[src/common/mrh_pkg.sv]
// Shared constants and types for the multi-unit run/halt synchroniser.
// Assumes a 32-bit AXI4-Lite register port with a 4-bit byte address.
`default_nettype none

package mrh_pkg;

  // ----------------------------------------
  // Register map
  // ----------------------------------------
  localparam int ADDR_W = 4;
  localparam logic [3:0] CTRL_ADDR = 4'h0;
  localparam logic [3:0] CMD_ADDR = 4'h4;
  localparam logic [3:0] STAT_ADDR = 4'h8;
  localparam logic [1:0] RESP_OKAY = 2'h0;
  localparam logic [1:0] RESP_SLVERR = 2'h2;

  // ----------------------------------------
  // Command register bit positions
  // ----------------------------------------
  localparam int CMD_RUN = 0;
  localparam int CMD_GROUP_RUN = 1;
  localparam int CMD_TOTAL_RUN = 2;
  localparam int CMD_GROUP_HALT = 3;
  localparam int CMD_TOTAL_HALT = 4;
  localparam int CMD_SELECT = 5;
  localparam int CMD_SEL_LSB = 8;
  localparam int ID_W = 4;

  // ----------------------------------------
  // Types
  // ----------------------------------------
  typedef enum logic [1:0] {
    ROLE_INDEPENDENT = 2'b00,
    ROLE_MASTER = 2'b01,
    ROLE_SLAVE = 2'b10
  } mrh_role_t;

  typedef enum logic [1:0] {
    ST_IDLE = 2'b00,
    ST_WAIT = 2'b01,
    ST_RUN = 2'b10
  } mrh_state_t;

  typedef enum logic [1:0] {
    LINE_LOW = 2'b00,
    LINE_RELEASED = 2'b01,
    LINE_HIGH = 2'b10
  } mrh_line_t;

  typedef struct packed {
    logic [3:0] unit_id;
    logic autopoll;
    logic start_sync;
    mrh_role_t role;
  } mrh_cfg_t;

  typedef struct packed {
    mrh_line_t line_cond;
    logic armed;
    logic held_line;
    logic first_stop;
    logic foreground;
    mrh_state_t state;
  } mrh_stat_t;

  localparam int CFG_W = 8;
  localparam mrh_cfg_t CFG_RST = '{unit_id: 4'h0, autopoll: 1'b0, start_sync: 1'b0, role: ROLE_INDEPENDENT};
  localparam logic LINE_SYNC_RST = 1'b0;

endpackage

`default_nettype wire

[src/logic/mrh_line_sync.sv]
// Two-stage synchroniser for the shared wired run/halt line.
// Assumes the line level may change at any time relative to clk.
`timescale 1ns/100ps
`default_nettype none

module mrh_line_sync
(
  // Clock and reset
  input wire logic clk,
  input wire logic rst,
  // Line
  input wire logic line_in,
  output logic line_sync
);

  logic meta_r;

  // ----------------------------------------
  // Synchroniser stages
  // ----------------------------------------
  always_ff @(posedge clk or posedge rst)
  begin
    if (rst)
    begin
      meta_r <= mrh_pkg::LINE_SYNC_RST;
      line_sync <= mrh_pkg::LINE_SYNC_RST;
    end
    else
    begin
      meta_r <= line_in;
      line_sync <= meta_r;
    end
  end

endmodule

`default_nettype wire

[src/logic/mrh_run_halt.sv]
// Run/halt synchronisation for one emulator unit on a shared wired line.
// Assumes an AXI4-Lite master and an external pull-up resolving the line.
`timescale 1ns/100ps
`default_nettype none

module mrh_run_halt
(
  // Clock and reset
  input wire logic clk,
  input wire logic rst,
  // AXI4-Lite write
  input wire logic [mrh_pkg::ADDR_W-1:0] s_axi_awaddr,
  input wire logic s_axi_awvalid,
  output logic s_axi_awready,
  input wire logic [31:0] s_axi_wdata,
  input wire logic [3:0] s_axi_wstrb,
  input wire logic s_axi_wvalid,
  output logic s_axi_wready,
  output logic [1:0] s_axi_bresp,
  output logic s_axi_bvalid,
  input wire logic s_axi_bready,
  // AXI4-Lite read
  input wire logic [mrh_pkg::ADDR_W-1:0] s_axi_araddr,
  input wire logic s_axi_arvalid,
  output logic s_axi_arready,
  output logic [31:0] s_axi_rdata,
  output logic [1:0] s_axi_rresp,
  output logic s_axi_rvalid,
  input wire logic s_axi_rready,
  // Processor halt causes
  input wire logic error_evt,
  input wire logic breakpoint_evt,
  input wire logic trace_full_evt,
  // Wired run/halt line
  input wire logic rh_line_i,
  output logic rh_line_o,
  output logic rh_line_oe,
  // Unit status
  output logic exec_run,
  output logic foreground,
  output logic status_report
);

  // ----------------------------------------
  // Functions
  // ----------------------------------------
  function automatic logic is_connected(input mrh_pkg::mrh_cfg_t c);
    is_connected = (c.role != mrh_pkg::ROLE_INDEPENDENT);
  endfunction

  function automatic logic is_member(input mrh_pkg::mrh_cfg_t c);
    is_member = (c.role != mrh_pkg::ROLE_INDEPENDENT) || c.start_sync;
  endfunction

  function automatic logic is_waiter(input mrh_pkg::mrh_cfg_t c);
    is_waiter = (c.role == mrh_pkg::ROLE_SLAVE) || c.start_sync;
  endfunction

  // ----------------------------------------
  // Declarations
  // ----------------------------------------
  mrh_pkg::mrh_cfg_t cfg_r, cfg_nxt;
  mrh_pkg::mrh_state_t state_r, state_nxt;
  mrh_pkg::mrh_stat_t stat_w;
  logic aw_full_r, w_full_r, awready_r, wready_r, bvalid_r, arready_r, rvalid_r;
  logic aw_full_nxt, w_full_nxt, bvalid_nxt, rvalid_nxt;
  logic [mrh_pkg::ADDR_W-1:0] aw_addr_r;
  logic [31:0] w_data_r, rdata_r, rdata_nxt;
  logic [3:0] w_strb_r;
  logic [1:0] bresp_r, rresp_r, bresp_nxt, rresp_nxt;
  logic aw_take, w_take, wr_fire, ar_take, wr_ctrl, wr_cmd, wr_ok, rd_ok;
  logic line_hi, line_d_r, line_fall;
  logic armed_r, armed_nxt, held_r, held_nxt, first_r, first_nxt;
  logic fg_r, fg_nxt, report_r, report_nxt, line_oe_r, line_oe_nxt, run_r, zero_r;
  logic cmd_run, cmd_group_run_cmd, cmd_total_run_cmd, cmd_group_halt_cmd, cmd_total_halt_cmd, cmd_sel, sel_me, sel_other;
  logic member, waiter, slave_fall, halt_any, run_go, stop_evt;

  // ----------------------------------------
  // Line input synchroniser
  // ----------------------------------------
  mrh_line_sync u_sync
  (
    .clk(clk),
    .rst(rst),
    .line_in(rh_line_i),
    .line_sync(line_hi)
  );

  // ----------------------------------------
  // AXI4-Lite slave
  // ----------------------------------------
  assign aw_take = s_axi_awvalid && awready_r;
  assign w_take = s_axi_wvalid && wready_r;
  assign wr_fire = aw_full_r && w_full_r && !bvalid_r;
  assign ar_take = s_axi_arvalid && arready_r;
  assign aw_full_nxt = wr_fire ? 1'b0 : (aw_full_r || aw_take);
  assign w_full_nxt = wr_fire ? 1'b0 : (w_full_r || w_take);
  assign bvalid_nxt = wr_fire || (bvalid_r && !s_axi_bready);
  assign rvalid_nxt = ar_take || (rvalid_r && !s_axi_rready);
  assign wr_ctrl = wr_fire && (aw_addr_r == mrh_pkg::CTRL_ADDR) && w_strb_r[0];
  assign wr_cmd = wr_fire && (aw_addr_r == mrh_pkg::CMD_ADDR) && w_strb_r[0];
  assign wr_ok = (aw_addr_r == mrh_pkg::CTRL_ADDR) || (aw_addr_r == mrh_pkg::CMD_ADDR);
  assign bresp_nxt = wr_fire ? (wr_ok ? mrh_pkg::RESP_OKAY : mrh_pkg::RESP_SLVERR) : bresp_r;
  assign rd_ok = (s_axi_araddr == mrh_pkg::CTRL_ADDR) || (s_axi_araddr == mrh_pkg::CMD_ADDR)
    || (s_axi_araddr == mrh_pkg::STAT_ADDR);
  assign rdata_nxt = !ar_take ? rdata_r
    : (s_axi_araddr == mrh_pkg::CTRL_ADDR) ? {24'h000000, cfg_r}
    : (s_axi_araddr == mrh_pkg::STAT_ADDR) ? {24'h000000, stat_w} : 32'h00000000;
  assign rresp_nxt = !ar_take ? rresp_r : (rd_ok ? mrh_pkg::RESP_OKAY : mrh_pkg::RESP_SLVERR);
  assign cfg_nxt = wr_ctrl ? mrh_pkg::mrh_cfg_t'(w_data_r[mrh_pkg::CFG_W-1:0]) : cfg_r;

  always_ff @(posedge clk or posedge rst)
  begin
    if (rst)
    begin
      aw_full_r <= 1'b0;
      w_full_r <= 1'b0;
      awready_r <= 1'b0;
      wready_r <= 1'b0;
      bvalid_r <= 1'b0;
      bresp_r <= mrh_pkg::RESP_OKAY;
      arready_r <= 1'b0;
      rvalid_r <= 1'b0;
      rresp_r <= mrh_pkg::RESP_OKAY;
      rdata_r <= 32'h00000000;
      aw_addr_r <= 4'h0;
      w_data_r <= 32'h00000000;
      w_strb_r <= 4'h0;
      cfg_r <= mrh_pkg::CFG_RST;
    end
    else
    begin
      aw_full_r <= aw_full_nxt;
      w_full_r <= w_full_nxt;
      awready_r <= !aw_full_nxt && !bvalid_nxt;
      wready_r <= !w_full_nxt && !bvalid_nxt;
      bvalid_r <= bvalid_nxt;
      bresp_r <= bresp_nxt;
      arready_r <= !rvalid_nxt;
      rvalid_r <= rvalid_nxt;
      rresp_r <= rresp_nxt;
      rdata_r <= rdata_nxt;
      aw_addr_r <= aw_take ? s_axi_awaddr : aw_addr_r;
      w_data_r <= w_take ? s_axi_wdata : w_data_r;
      w_strb_r <= w_take ? s_axi_wstrb : w_strb_r;
      cfg_r <= cfg_nxt;
    end
  end

  // ----------------------------------------
  // Commands and halt causes
  // ----------------------------------------
  assign cmd_run = wr_cmd && w_data_r[mrh_pkg::CMD_RUN];
  assign cmd_group_run_cmd = wr_cmd && w_data_r[mrh_pkg::CMD_GROUP_RUN];
  assign cmd_total_run_cmd = wr_cmd && w_data_r[mrh_pkg::CMD_TOTAL_RUN];
  assign cmd_group_halt_cmd = wr_cmd && w_data_r[mrh_pkg::CMD_GROUP_HALT];
  assign cmd_total_halt_cmd = wr_cmd && w_data_r[mrh_pkg::CMD_TOTAL_HALT];
  assign cmd_sel = wr_cmd && w_data_r[mrh_pkg::CMD_SELECT];
  assign sel_me = cmd_sel && (w_data_r[mrh_pkg::CMD_SEL_LSB +: mrh_pkg::ID_W] == cfg_r.unit_id);
  assign sel_other = cmd_sel && !sel_me;
  assign member = is_member(cfg_r);
  assign waiter = is_waiter(cfg_r);
  assign line_fall = line_d_r && !line_hi;
  assign slave_fall = (cfg_r.role == mrh_pkg::ROLE_SLAVE) && armed_r && line_fall;
  assign halt_any = sel_me || error_evt || breakpoint_evt || trace_full_evt
    || (cmd_group_halt_cmd && member) || cmd_total_halt_cmd || slave_fall;
  assign run_go = cmd_run || cmd_total_run_cmd || (cmd_group_run_cmd && member);

  // ----------------------------------------
  // Run state machine
  // ----------------------------------------
  always_comb
  begin
    state_nxt = state_r;
    case (state_r)
      mrh_pkg::ST_IDLE:
      begin
        if (run_go && !halt_any)
        begin
          state_nxt = waiter ? mrh_pkg::ST_WAIT : mrh_pkg::ST_RUN;
        end
      end
      mrh_pkg::ST_WAIT:
      begin
        if (halt_any)
        begin
          state_nxt = mrh_pkg::ST_IDLE;
        end
        else if (line_hi)
        begin
          state_nxt = mrh_pkg::ST_RUN;
        end
      end
      mrh_pkg::ST_RUN:
      begin
        if (halt_any)
        begin
          state_nxt = mrh_pkg::ST_IDLE;
        end
      end
      default:
      begin
        state_nxt = mrh_pkg::ST_IDLE;
      end
    endcase
  end

  assign stop_evt = (state_r == mrh_pkg::ST_RUN) && (state_nxt == mrh_pkg::ST_IDLE);
  assign armed_nxt = (state_nxt == mrh_pkg::ST_RUN)
    && (armed_r || ((state_r == mrh_pkg::ST_WAIT) && (cfg_r.role == mrh_pkg::ROLE_SLAVE)));
  assign held_nxt = stop_evt ? line_hi : held_r;
  assign first_nxt = stop_evt ? line_hi
    : ((state_r == mrh_pkg::ST_IDLE) && (state_nxt != mrh_pkg::ST_IDLE)) ? 1'b0 : first_r;
  assign report_nxt = stop_evt && line_hi && cfg_r.autopoll;
  assign fg_nxt = (sel_me || report_nxt) ? 1'b1
    : (sel_other || (state_nxt != mrh_pkg::ST_IDLE)) ? 1'b0 : fg_r;
  assign line_oe_nxt = is_connected(cfg_nxt) && (state_nxt == mrh_pkg::ST_IDLE);
  assign stat_w.line_cond = line_oe_r ? mrh_pkg::LINE_LOW
    : (line_hi ? mrh_pkg::LINE_HIGH : mrh_pkg::LINE_RELEASED);
  assign stat_w.armed = armed_r;
  assign stat_w.held_line = held_r;
  assign stat_w.first_stop = first_r;
  assign stat_w.foreground = fg_r;
  assign stat_w.state = state_r;

  always_ff @(posedge clk or posedge rst)
  begin
    if (rst)
    begin
      state_r <= mrh_pkg::ST_IDLE;
      line_d_r <= mrh_pkg::LINE_SYNC_RST;
      armed_r <= 1'b0;
      held_r <= 1'b0;
      first_r <= 1'b0;
      fg_r <= 1'b0;
      report_r <= 1'b0;
      line_oe_r <= 1'b0;
      run_r <= 1'b0;
      zero_r <= 1'b0;
    end
    else
    begin
      state_r <= state_nxt;
      line_d_r <= line_hi;
      armed_r <= armed_nxt;
      held_r <= held_nxt;
      first_r <= first_nxt;
      fg_r <= fg_nxt;
      report_r <= report_nxt;
      line_oe_r <= line_oe_nxt;
      run_r <= (state_nxt == mrh_pkg::ST_RUN);
      zero_r <= 1'b0;
    end
  end

  // ----------------------------------------
  // Outputs
  // ----------------------------------------
  assign s_axi_awready = awready_r;
  assign s_axi_wready = wready_r;
  assign s_axi_bvalid = bvalid_r;
  assign s_axi_bresp = bresp_r;
  assign s_axi_arready = arready_r;
  assign s_axi_rvalid = rvalid_r;
  assign s_axi_rresp = rresp_r;
  assign s_axi_rdata = rdata_r;
  assign rh_line_o = zero_r;
  assign rh_line_oe = line_oe_r;
  assign exec_run = run_r;
  assign foreground = fg_r;
  assign status_report = report_r;

  // ----------------------------------------
  // Assertions
  // ----------------------------------------
  chk_run_releases_line: assert property (@(posedge clk) disable iff (rst)
    (state_r == mrh_pkg::ST_RUN) |-> !rh_line_oe) else $error("line driven while running");
  chk_idle_pulls_line: assert property (@(posedge clk) disable iff (rst)
    (state_r == mrh_pkg::ST_IDLE && cfg_r.role != mrh_pkg::ROLE_INDEPENDENT) |-> rh_line_oe)
    else $error("connected idle unit not pulling line");
  chk_wait_holds_low: assert property (@(posedge clk) disable iff (rst)
    (state_r == mrh_pkg::ST_WAIT && !line_hi) |=> (state_r != mrh_pkg::ST_RUN))
    else $error("started on low line");
  chk_wait_starts_high: assert property (@(posedge clk) disable iff (rst)
    (state_r == mrh_pkg::ST_WAIT && line_hi && !halt_any) |=> exec_run)
    else $error("waiting unit missed high line");
  chk_slave_fall_halts: assert property (@(posedge clk) disable iff (rst)
    (state_r == mrh_pkg::ST_RUN && cfg_r.role == mrh_pkg::ROLE_SLAVE && armed_r && $fell(line_hi))
    |=> (state_r == mrh_pkg::ST_IDLE)) else $error("slave ignored line fall");
  chk_master_keeps_run: assert property (@(posedge clk) disable iff (rst)
    (state_r == mrh_pkg::ST_RUN && cfg_r.role == mrh_pkg::ROLE_MASTER && !halt_any) |=> exec_run)
    else $error("master halted by line");
  chk_first_stop_flag: assert property (@(posedge clk) disable iff (rst)
    (stop_evt && line_hi) |=> (first_r && held_r) ##0 (status_report == $past(cfg_r.autopoll)))
    else $error("first stopper not flagged");
  chk_indep_ignores_group_run_cmd: assert property (@(posedge clk) disable iff (rst)
    (state_r == mrh_pkg::ST_IDLE && !member && !cmd_run && !cmd_total_run_cmd) |=> (state_r == mrh_pkg::ST_IDLE))
    else $error("non-member left idle");
  chk_total_run_direct: assert property (@(posedge clk) disable iff (rst)
    (state_r == mrh_pkg::ST_IDLE && cmd_total_run_cmd && !waiter && !halt_any) |=> exec_run)
    else $error("total run did not start unit");
  chk_total_halt_stops: assert property (@(posedge clk) disable iff (rst)
    (state_r != mrh_pkg::ST_IDLE && cmd_total_halt_cmd) |=> (state_r == mrh_pkg::ST_IDLE && !exec_run))
    else $error("total halt ignored");
  chk_select_foreground: assert property (@(posedge clk) disable iff (rst)
    sel_me |=> (foreground && !exec_run)) else $error("selected unit not in foreground");

endmodule

`default_nettype wire

[config.mk]
export PLATFORM = sky130hd
export DESIGN_NAME = mrh_run_halt
export DESIGN_NICKNAME = d
export VERILOG_FILES = /design/src/common/mrh_pkg.sv /design/src/logic/mrh_line_sync.sv /design/src/logic/mrh_run_halt.sv
export SDC_FILE = /design/constraint.sdc
export NUM_CORES = 1
export LEC_CHECK = 0
export ABC_AREA = 1
export BUFFER_PORTS_ARGS = -buffer_cell sky130_fd_sc_hd__buf_4
export CAP_MARGIN = 30
export CORE_MARGIN = 5
export CORE_UTILIZATION = 52
export CTS_CLUSTER_SIZE = 25
export DETAILED_ROUTE_END_ITERATION = 12
export PLACE_DENSITY_LB_ADDON = 0.08
export SLEW_MARGIN = 25
export SYNTH_ARGS = -nofsm -noshare
export SYNTH_HDL_FRONTEND = slang
export SYNTH_SLANG_ARGS = --single-unit
export TNS_END_PERCENT = 10
[constraint.sdc]
create_clock -name clk -period 3.2 [get_ports clk]
set_clock_uncertainty 0.2 [all_clocks]
set_input_delay 0.48 -clock clk [delete_from_list [all_inputs] [get_ports clk]]
set_output_delay 0.48 -clock clk [all_outputs]
set_load 0.01 [all_outputs]
# --- Yosys cells after proc, flatten, opt, wreduce, memory -nomap -nowiden ---
# Cells that the tools add are included.
word_totals:
  inputBits: 55
  out_inout_bits: 46
  regBits: 80
classes:
  n_reduce_logical: 73
  eq_ne: 8
  n_mux: 19
op_table:
  columns: ["op", "count"]
  rows:
  - ["logical AND 1 bit", 34]
  - ["logical OR 1 bit", 20]
  - ["two-way mux 2 bit", 10]
  - ["two-way mux 8 bit", 2]
  - ["logical NOT 1 bit", 10]
  - ["nonzero test 2 bit", 5]
  - ["equality test 4 x 3 -> 1 bit (second input constant)", 2]
  - ["logical NOT 4 bit", 2]
  - ["equality test 2 bit (second input constant)", 3]
  - ["two-way mux 1 bit", 6]
  - ["one-hot mux 2 bit (3 select lines)", 1]
  - ["equality test 4 bit", 1]
  - ["equality test 4 bit (second input constant)", 1]
  - ["logical NOT 2 bit", 2]
  - ["equality test 2 x 1 -> 1 bit (second input constant)", 1]

# --- Longest topological paths before layout ---
depth:
  word_depth: 22
  mapped_depth: 13
  mapped_depth_nobuf: 13

# --- Cells and area by module ---
# A second synthesis with hierarchy kept.
unflattened:
  hier_cells: 308
  area_unflattened_um2: 2547.4
modules_own_cells:
  columns: ["module", "instances", "area_per_inst_um2", "seq_area_each_um2", "cells_each"]
  rows:
  - ["mrh_run_halt", 1, 2493.6, 1301.2, 305]
  - ["mrh_line_sync", 1, 53.8, 50.0, 3]

# --- Worst setup path after synthesis ---
# OpenSTA, ideal clock, no wires.
synth_path:
  path_type: "register to register"
  startpoint: "reg bvalid_r (netlist: s_axi_bvalid)"
  endpoint: "reg fg_r (netlist: foreground)"
  arrival_time_ns: 1.358
  setup_time_ns: 0.120
  period_less_slack_ns: 1.679
  setup_slack_ns: 1.521
  stages_incl_launch_ff: 11
  required_ns: 2.880
  n_path_buf: 0
  path_cell_list: "dfrtp_1 -> inv_2 -> nand3_4 -> nor3_4 -> nand3_1 -> nor2_2 -> nand3_2 -> nand2_4 -> nor2_4 -> a21oi_1 -> nand2_1"
synth_via:
  elab_chain_len: 22
  elab_cells_between_ends: 38
  cone_classes: "5 x mux; 33 x reduce/logical"
synth_lines:
  columns: ["item", "line", "source"]
  rows:
  - ["start: declaration", "mrh_run_halt.sv:65", "logic aw_full_r, w_full_r, awready_r, wready_r, bvalid_r, arready_r, rvalid_r;"]
  - ["start signal: assignment", "mrh_run_halt.sv:137", "bvalid_r <= bvalid_nxt;"]
  - ["logical NOT 1 bit *", "mrh_run_halt.sv:94", "assign wr_fire = aw_full_r && w_full_r && !bvalid_r;"]
  - ["logical AND 1 bit *", "mrh_run_halt.sv:94", null]
  - ["logical AND 1 bit * (2 in series)", "mrh_run_halt.sv:101", "assign wr_cmd = wr_fire && (aw_addr_r == mrh_pkg::CMD_ADDR) && w_strb_r[0];"]
  - ["logical AND 1 bit", "mrh_run_halt.sv:158", "assign cmd_sel = wr_cmd && w_data_r[mrh_pkg::CMD_SELECT];"]
  - ["logical AND 1 bit", "mrh_run_halt.sv:159", "assign sel_me = cmd_sel && (w_data_r[mrh_pkg::CMD_SEL_LSB +: mrh_pkg::ID_W] == cfg_r.unit_id);"]
  - ["logical OR 1 bit (3 in series)", "mrh_run_halt.sv:165", "assign halt_any = sel_me || error_evt || breakpoint_evt || trace_full_evt"]
  - ["logical OR 1 bit (3 in series)", "mrh_run_halt.sv:166", "|| (cmd_group_halt_cmd && member) || cmd_total_halt_cmd || slave_fall;"]
  - ["logical NOT 1 bit", "mrh_run_halt.sv:178", "if (run_go && !halt_any)"]
  - ["logical AND 1 bit", "mrh_run_halt.sv:178", null]
  - ["two-way mux 2 bit", "mrh_run_halt.sv:178", null]
  - ["one-hot mux 2 bit (3 select lines) *", "mrh_run_halt.sv:175", "case (state_r)"]
  - ["via state_nxt[1]", "mrh_run_halt.sv:63", "mrh_pkg::mrh_state_t state_r, state_nxt;"]
  - ["logical NOT 2 bit", "mrh_run_halt.sv:208", "assign stop_evt = (state_r == mrh_pkg::ST_RUN) && (state_nxt == mrh_pkg::ST_IDLE);"]
  - ["logical AND 1 bit", "mrh_run_halt.sv:208", null]
  - ["logical AND 1 bit (2 in series)", "mrh_run_halt.sv:214", "assign report_nxt = stop_evt && line_hi && cfg_r.autopoll;"]
  - ["logical OR 1 bit", "mrh_run_halt.sv:215", "assign fg_nxt = (sel_me || report_nxt) ? 1'b1"]
  - ["two-way mux 1 bit or nonzero test 2 bit (tied branches)", null, null]
  - ["end signal: assignment", "mrh_run_halt.sv:248", "fg_r <= fg_nxt;"]
  - ["end: declaration", "mrh_run_halt.sv:74", "logic fg_r, fg_nxt, report_r, report_nxt, line_oe_r, line_oe_nxt, run_r, zero_r;"]
# The timed path passes the listed nets; every way through them passes the cells marked *.
# A chain may end at the register's enable or synchronous reset.

==> impl_metrics.csv <==
group,metric,value,unit
status,outcome,"completed",
timing,finalSetupTns,0,ns
setup_path,crit_type,"reg -> reg",
timing,grt_setup_unrepaired,"no",
global_route,grt_max_degree,26,
place,postPlaceCellArea,2950,µm²
cells_and_area,num_antenna_cells,0,
place,portBuffers,50,
timing,setup_viol,0,
synthesis,synth_area_leaders,"dfrtp_1 52%, nand2_1 13%, buf_4 7.8%",
global_route,grtUsageTotal,16.7,%
synthesis,avgSynthCellArea,8.37,µm²
synthesis,synth.most_common_cell,"nand2_1",
timing,fin_crit_sh,61.4,%
floorplan,die_w,80.7,µm
setup_path,crit_chain,"inv_2 > nand3_4 > nor3_4 > nand3_1 > nand2_1 > o21ai_1 > o21a_1",
synthesis,synth_top_area_cell,"dfrtp_1",
detailed_routing,wl_per_cell,11.7,µm
synthesis,ys_types,26,
cts,clk_latency,0.30,ns
timing,slew_headroom,61.8,%
synthesis,synth_edf_count,0,
global_route,grt_overflow_total,0,
floorplan,die_area,6510,µm²
global_route,grt_pass1_wl,8310,µm
cts,cts_buffers,5,
pwr,ir_drop,0.447,mV
cells_and_area,design_area,3040,µm²
cts,h-tree-depth,2,
floorplan,start_util,54.2,%
setup_path,cp_data_arrival_time,1.96,ns
synthesis,syn-instance-count,310,
cts,cts_setup_buffers,0,
global_route,grtUsageMet1,22.1,%
place,gp_congestion,0.790,
worst_hold_path,hp-class,"in -> reg",
synthesis,netlist_area,2600,µm²
detailed_routing,routed_via_density,4.58,
synthesis,synth-seq-area-share,52.0,%
cts,path_clk_slew,0.09,ns
pwr,p_per_area,678,nW/µm²
cts,cts_tree,"built",
setup_path,critical_path.max_stage_delay,0.43,ns
timing,max_clock_freq,509,MHz
floorplan,io_pins,101,
global_route,gr-usage-met3,3.70,%
detailed_routing,postRouteAntennaNets,0,
synthesis,async_flop_share,100,%
place,dpl.hpwl,3950,µm
cells_and_area,final_nets,420,
floorplan,core_area,4790,µm²
setup_path,cp-start-kind,"register",
cells_and_area,area_growth,16.9,%
synthesis,synth_ff_type,"dfrtp_1",
detailed_routing,drc,0,
setup_path,endpoint_kind,"register",
timing,timing_worst_slew_pin_value,0.572,ns
synthesis,synth_top_cell_area_share,52.0,%
run,maxCapViolations,0,
pwr,finalPower,2060,µW
setup_path,critPathTopFamily,"simple AND/OR/NAND/NOR gates",
global_route,antenna_found_initial,0,
global_route,busiest_layer,"met2",
synthesis,ys_warn_count,0,
floorplan,rows,25,
detailed_routing,wl,5060,µm
setup_path,worstPathMaxFanout,16,
cts,clock-sinks,54,
timing,drv_slew,0,
cts,root_buffer,"clkbuf_8",
setup_path,slowest_stage,"nand3_1",
global_route,globalRouteMet2Util,26.2,%
detailed_routing,vias,1979,
setup_path,cp.required,3.20,ns
synthesis,synth_commonest_cells,"89 x nand2_1, 54 x dfrtp_1, 36 x inv_1, 27 x buf_4",
global_route,grt_pass1_vias,1843,
timing,finalHoldViolCount,0,
detailed_routing,first_pass_iters,4,
cts,clock_path_buffers,2,
detailed_routing,initialDrtViolationCount,66,
synthesis,ys_seq_elements,54,
setup_path,worst-path-buf-inv,1,
floorplan,die_h,80.7,µm
timing,fin_crit,1.97,ns
cells_and_area,drive_gt1_share,21.9,%
pwr,leakage,0.00164,µW
==> per-stage QoR <==
| step | utilization, % | setup slack, ns | std cells | hold WS (ns) |
|---|---|---|---|---|
| after global placement | 61.6 | 1.25 | 424 | 0.137 |
| after CTS | 63.4 | 1.21 | 432 | 0.0687 |
| after global routing | 63.4 | 1.03 | 432 | 0.0652 |
| after floorplan | - | 1.21 | 336 | 0.131 |
| after detailed placement | 61.6 | 1.23 | 424 | 0.138 |
| final | 63.4 | 1.23 | 432 | 0.0796 |
==> placed cells by master, fill, tap and decap left out, drive strengths merged <==
cell type	n
a21oi	10
a31oi	1
buf	52
clkbuf	7
conb	27
dfrtp	54
dlygate4sd3	1
inv	42
nand2	93
nand3	13
nand4	3
nor2	29
nor3	2
o21a	1
o21ai	26
o22ai	2
o32ai	2
==> path summary, 6_finish.rpt <==
| check | from | end | slack (ns) | depth (start not counted) |
|---|---|---|---|---|
| min in group asynchronous | rst | held_r$_DFFE_PP0P_ | 0.49 | 3 |
| max in group asynchronous | rst | w_data_r[2]$_DFFE_PP0P_ | 1.71 | 4 |
| max reg2reg | s_axi_bvalid$_DFF_PP0_ | rh_line_oe$_DFF_PP0_ | 1.23 | 7 |
| min | rh_line_i | u_sync.meta_r$_DFF_PP0_ | 0.08 | 1 |
| min reg2reg | u_sync.meta_r$_DFF_PP0_ | u_sync.line_sync$_DFF_PP0_ | 0.16 | 0 |
| max | s_axi_bvalid$_DFF_PP0_ | rh_line_oe$_DFF_PP0_ | 1.23 | 7 |
==> area by class of cell <==
| cell class | count | area (µm²) |
|---|---|---|
| Inverter | 42 | 158 |
| Multi-Input combinational cell | 209 | 966 |
| Clock buffer | 7 | 76.3 |
| Tap cell | 67 | 83.8 |
| Sequential cell | 54 | 1350 |
| Timing Repair Buffer | 53 | 400 |
| Fill cell | 445 | 1750 |
==> logic make-up (layout without fill, tap and decap cells) <==
| logic type | Yosys count | count (layout) | share of synthesized area [%] |
|---|---|---|---|
| other | 1 | 27 | 0.144 |
| DFF | 54 | 54 | 52.0 |
| buffers and inverters | 73 | 102 | 14.5 |
| AOI/OAI and AO/OA | 42 | 42 | 8.63 |
| and+or+nand+nor | 140 | 140 | 24.7 |
==> timing repair <==
item,in CTS,in global routing
endpoints found under the hold margin,13,0
resized for setup,0,0
hold buffers,1,0
==> per-layer routing <==
layer  wire length [µm]  part of all wire [%]
met4                 72                   1.4
met2               2320                    46
met1               2340                    46
met5                  0                     0
met3                328                   6.5
==> state kept, by name, summed over array words and instances (netlist names), 2 cells and up <==
register / cells
aw_addr_r: 4
w_data_r: 12
s_axi_rdata: 8
cfg_r: 8
state_r: 2
==> where the power goes <==
group	internal [µW]	switching, µW
Sequential	894	146
Clock	151	202
Combinational	256	409
Power figures use the tool's default switching activity.
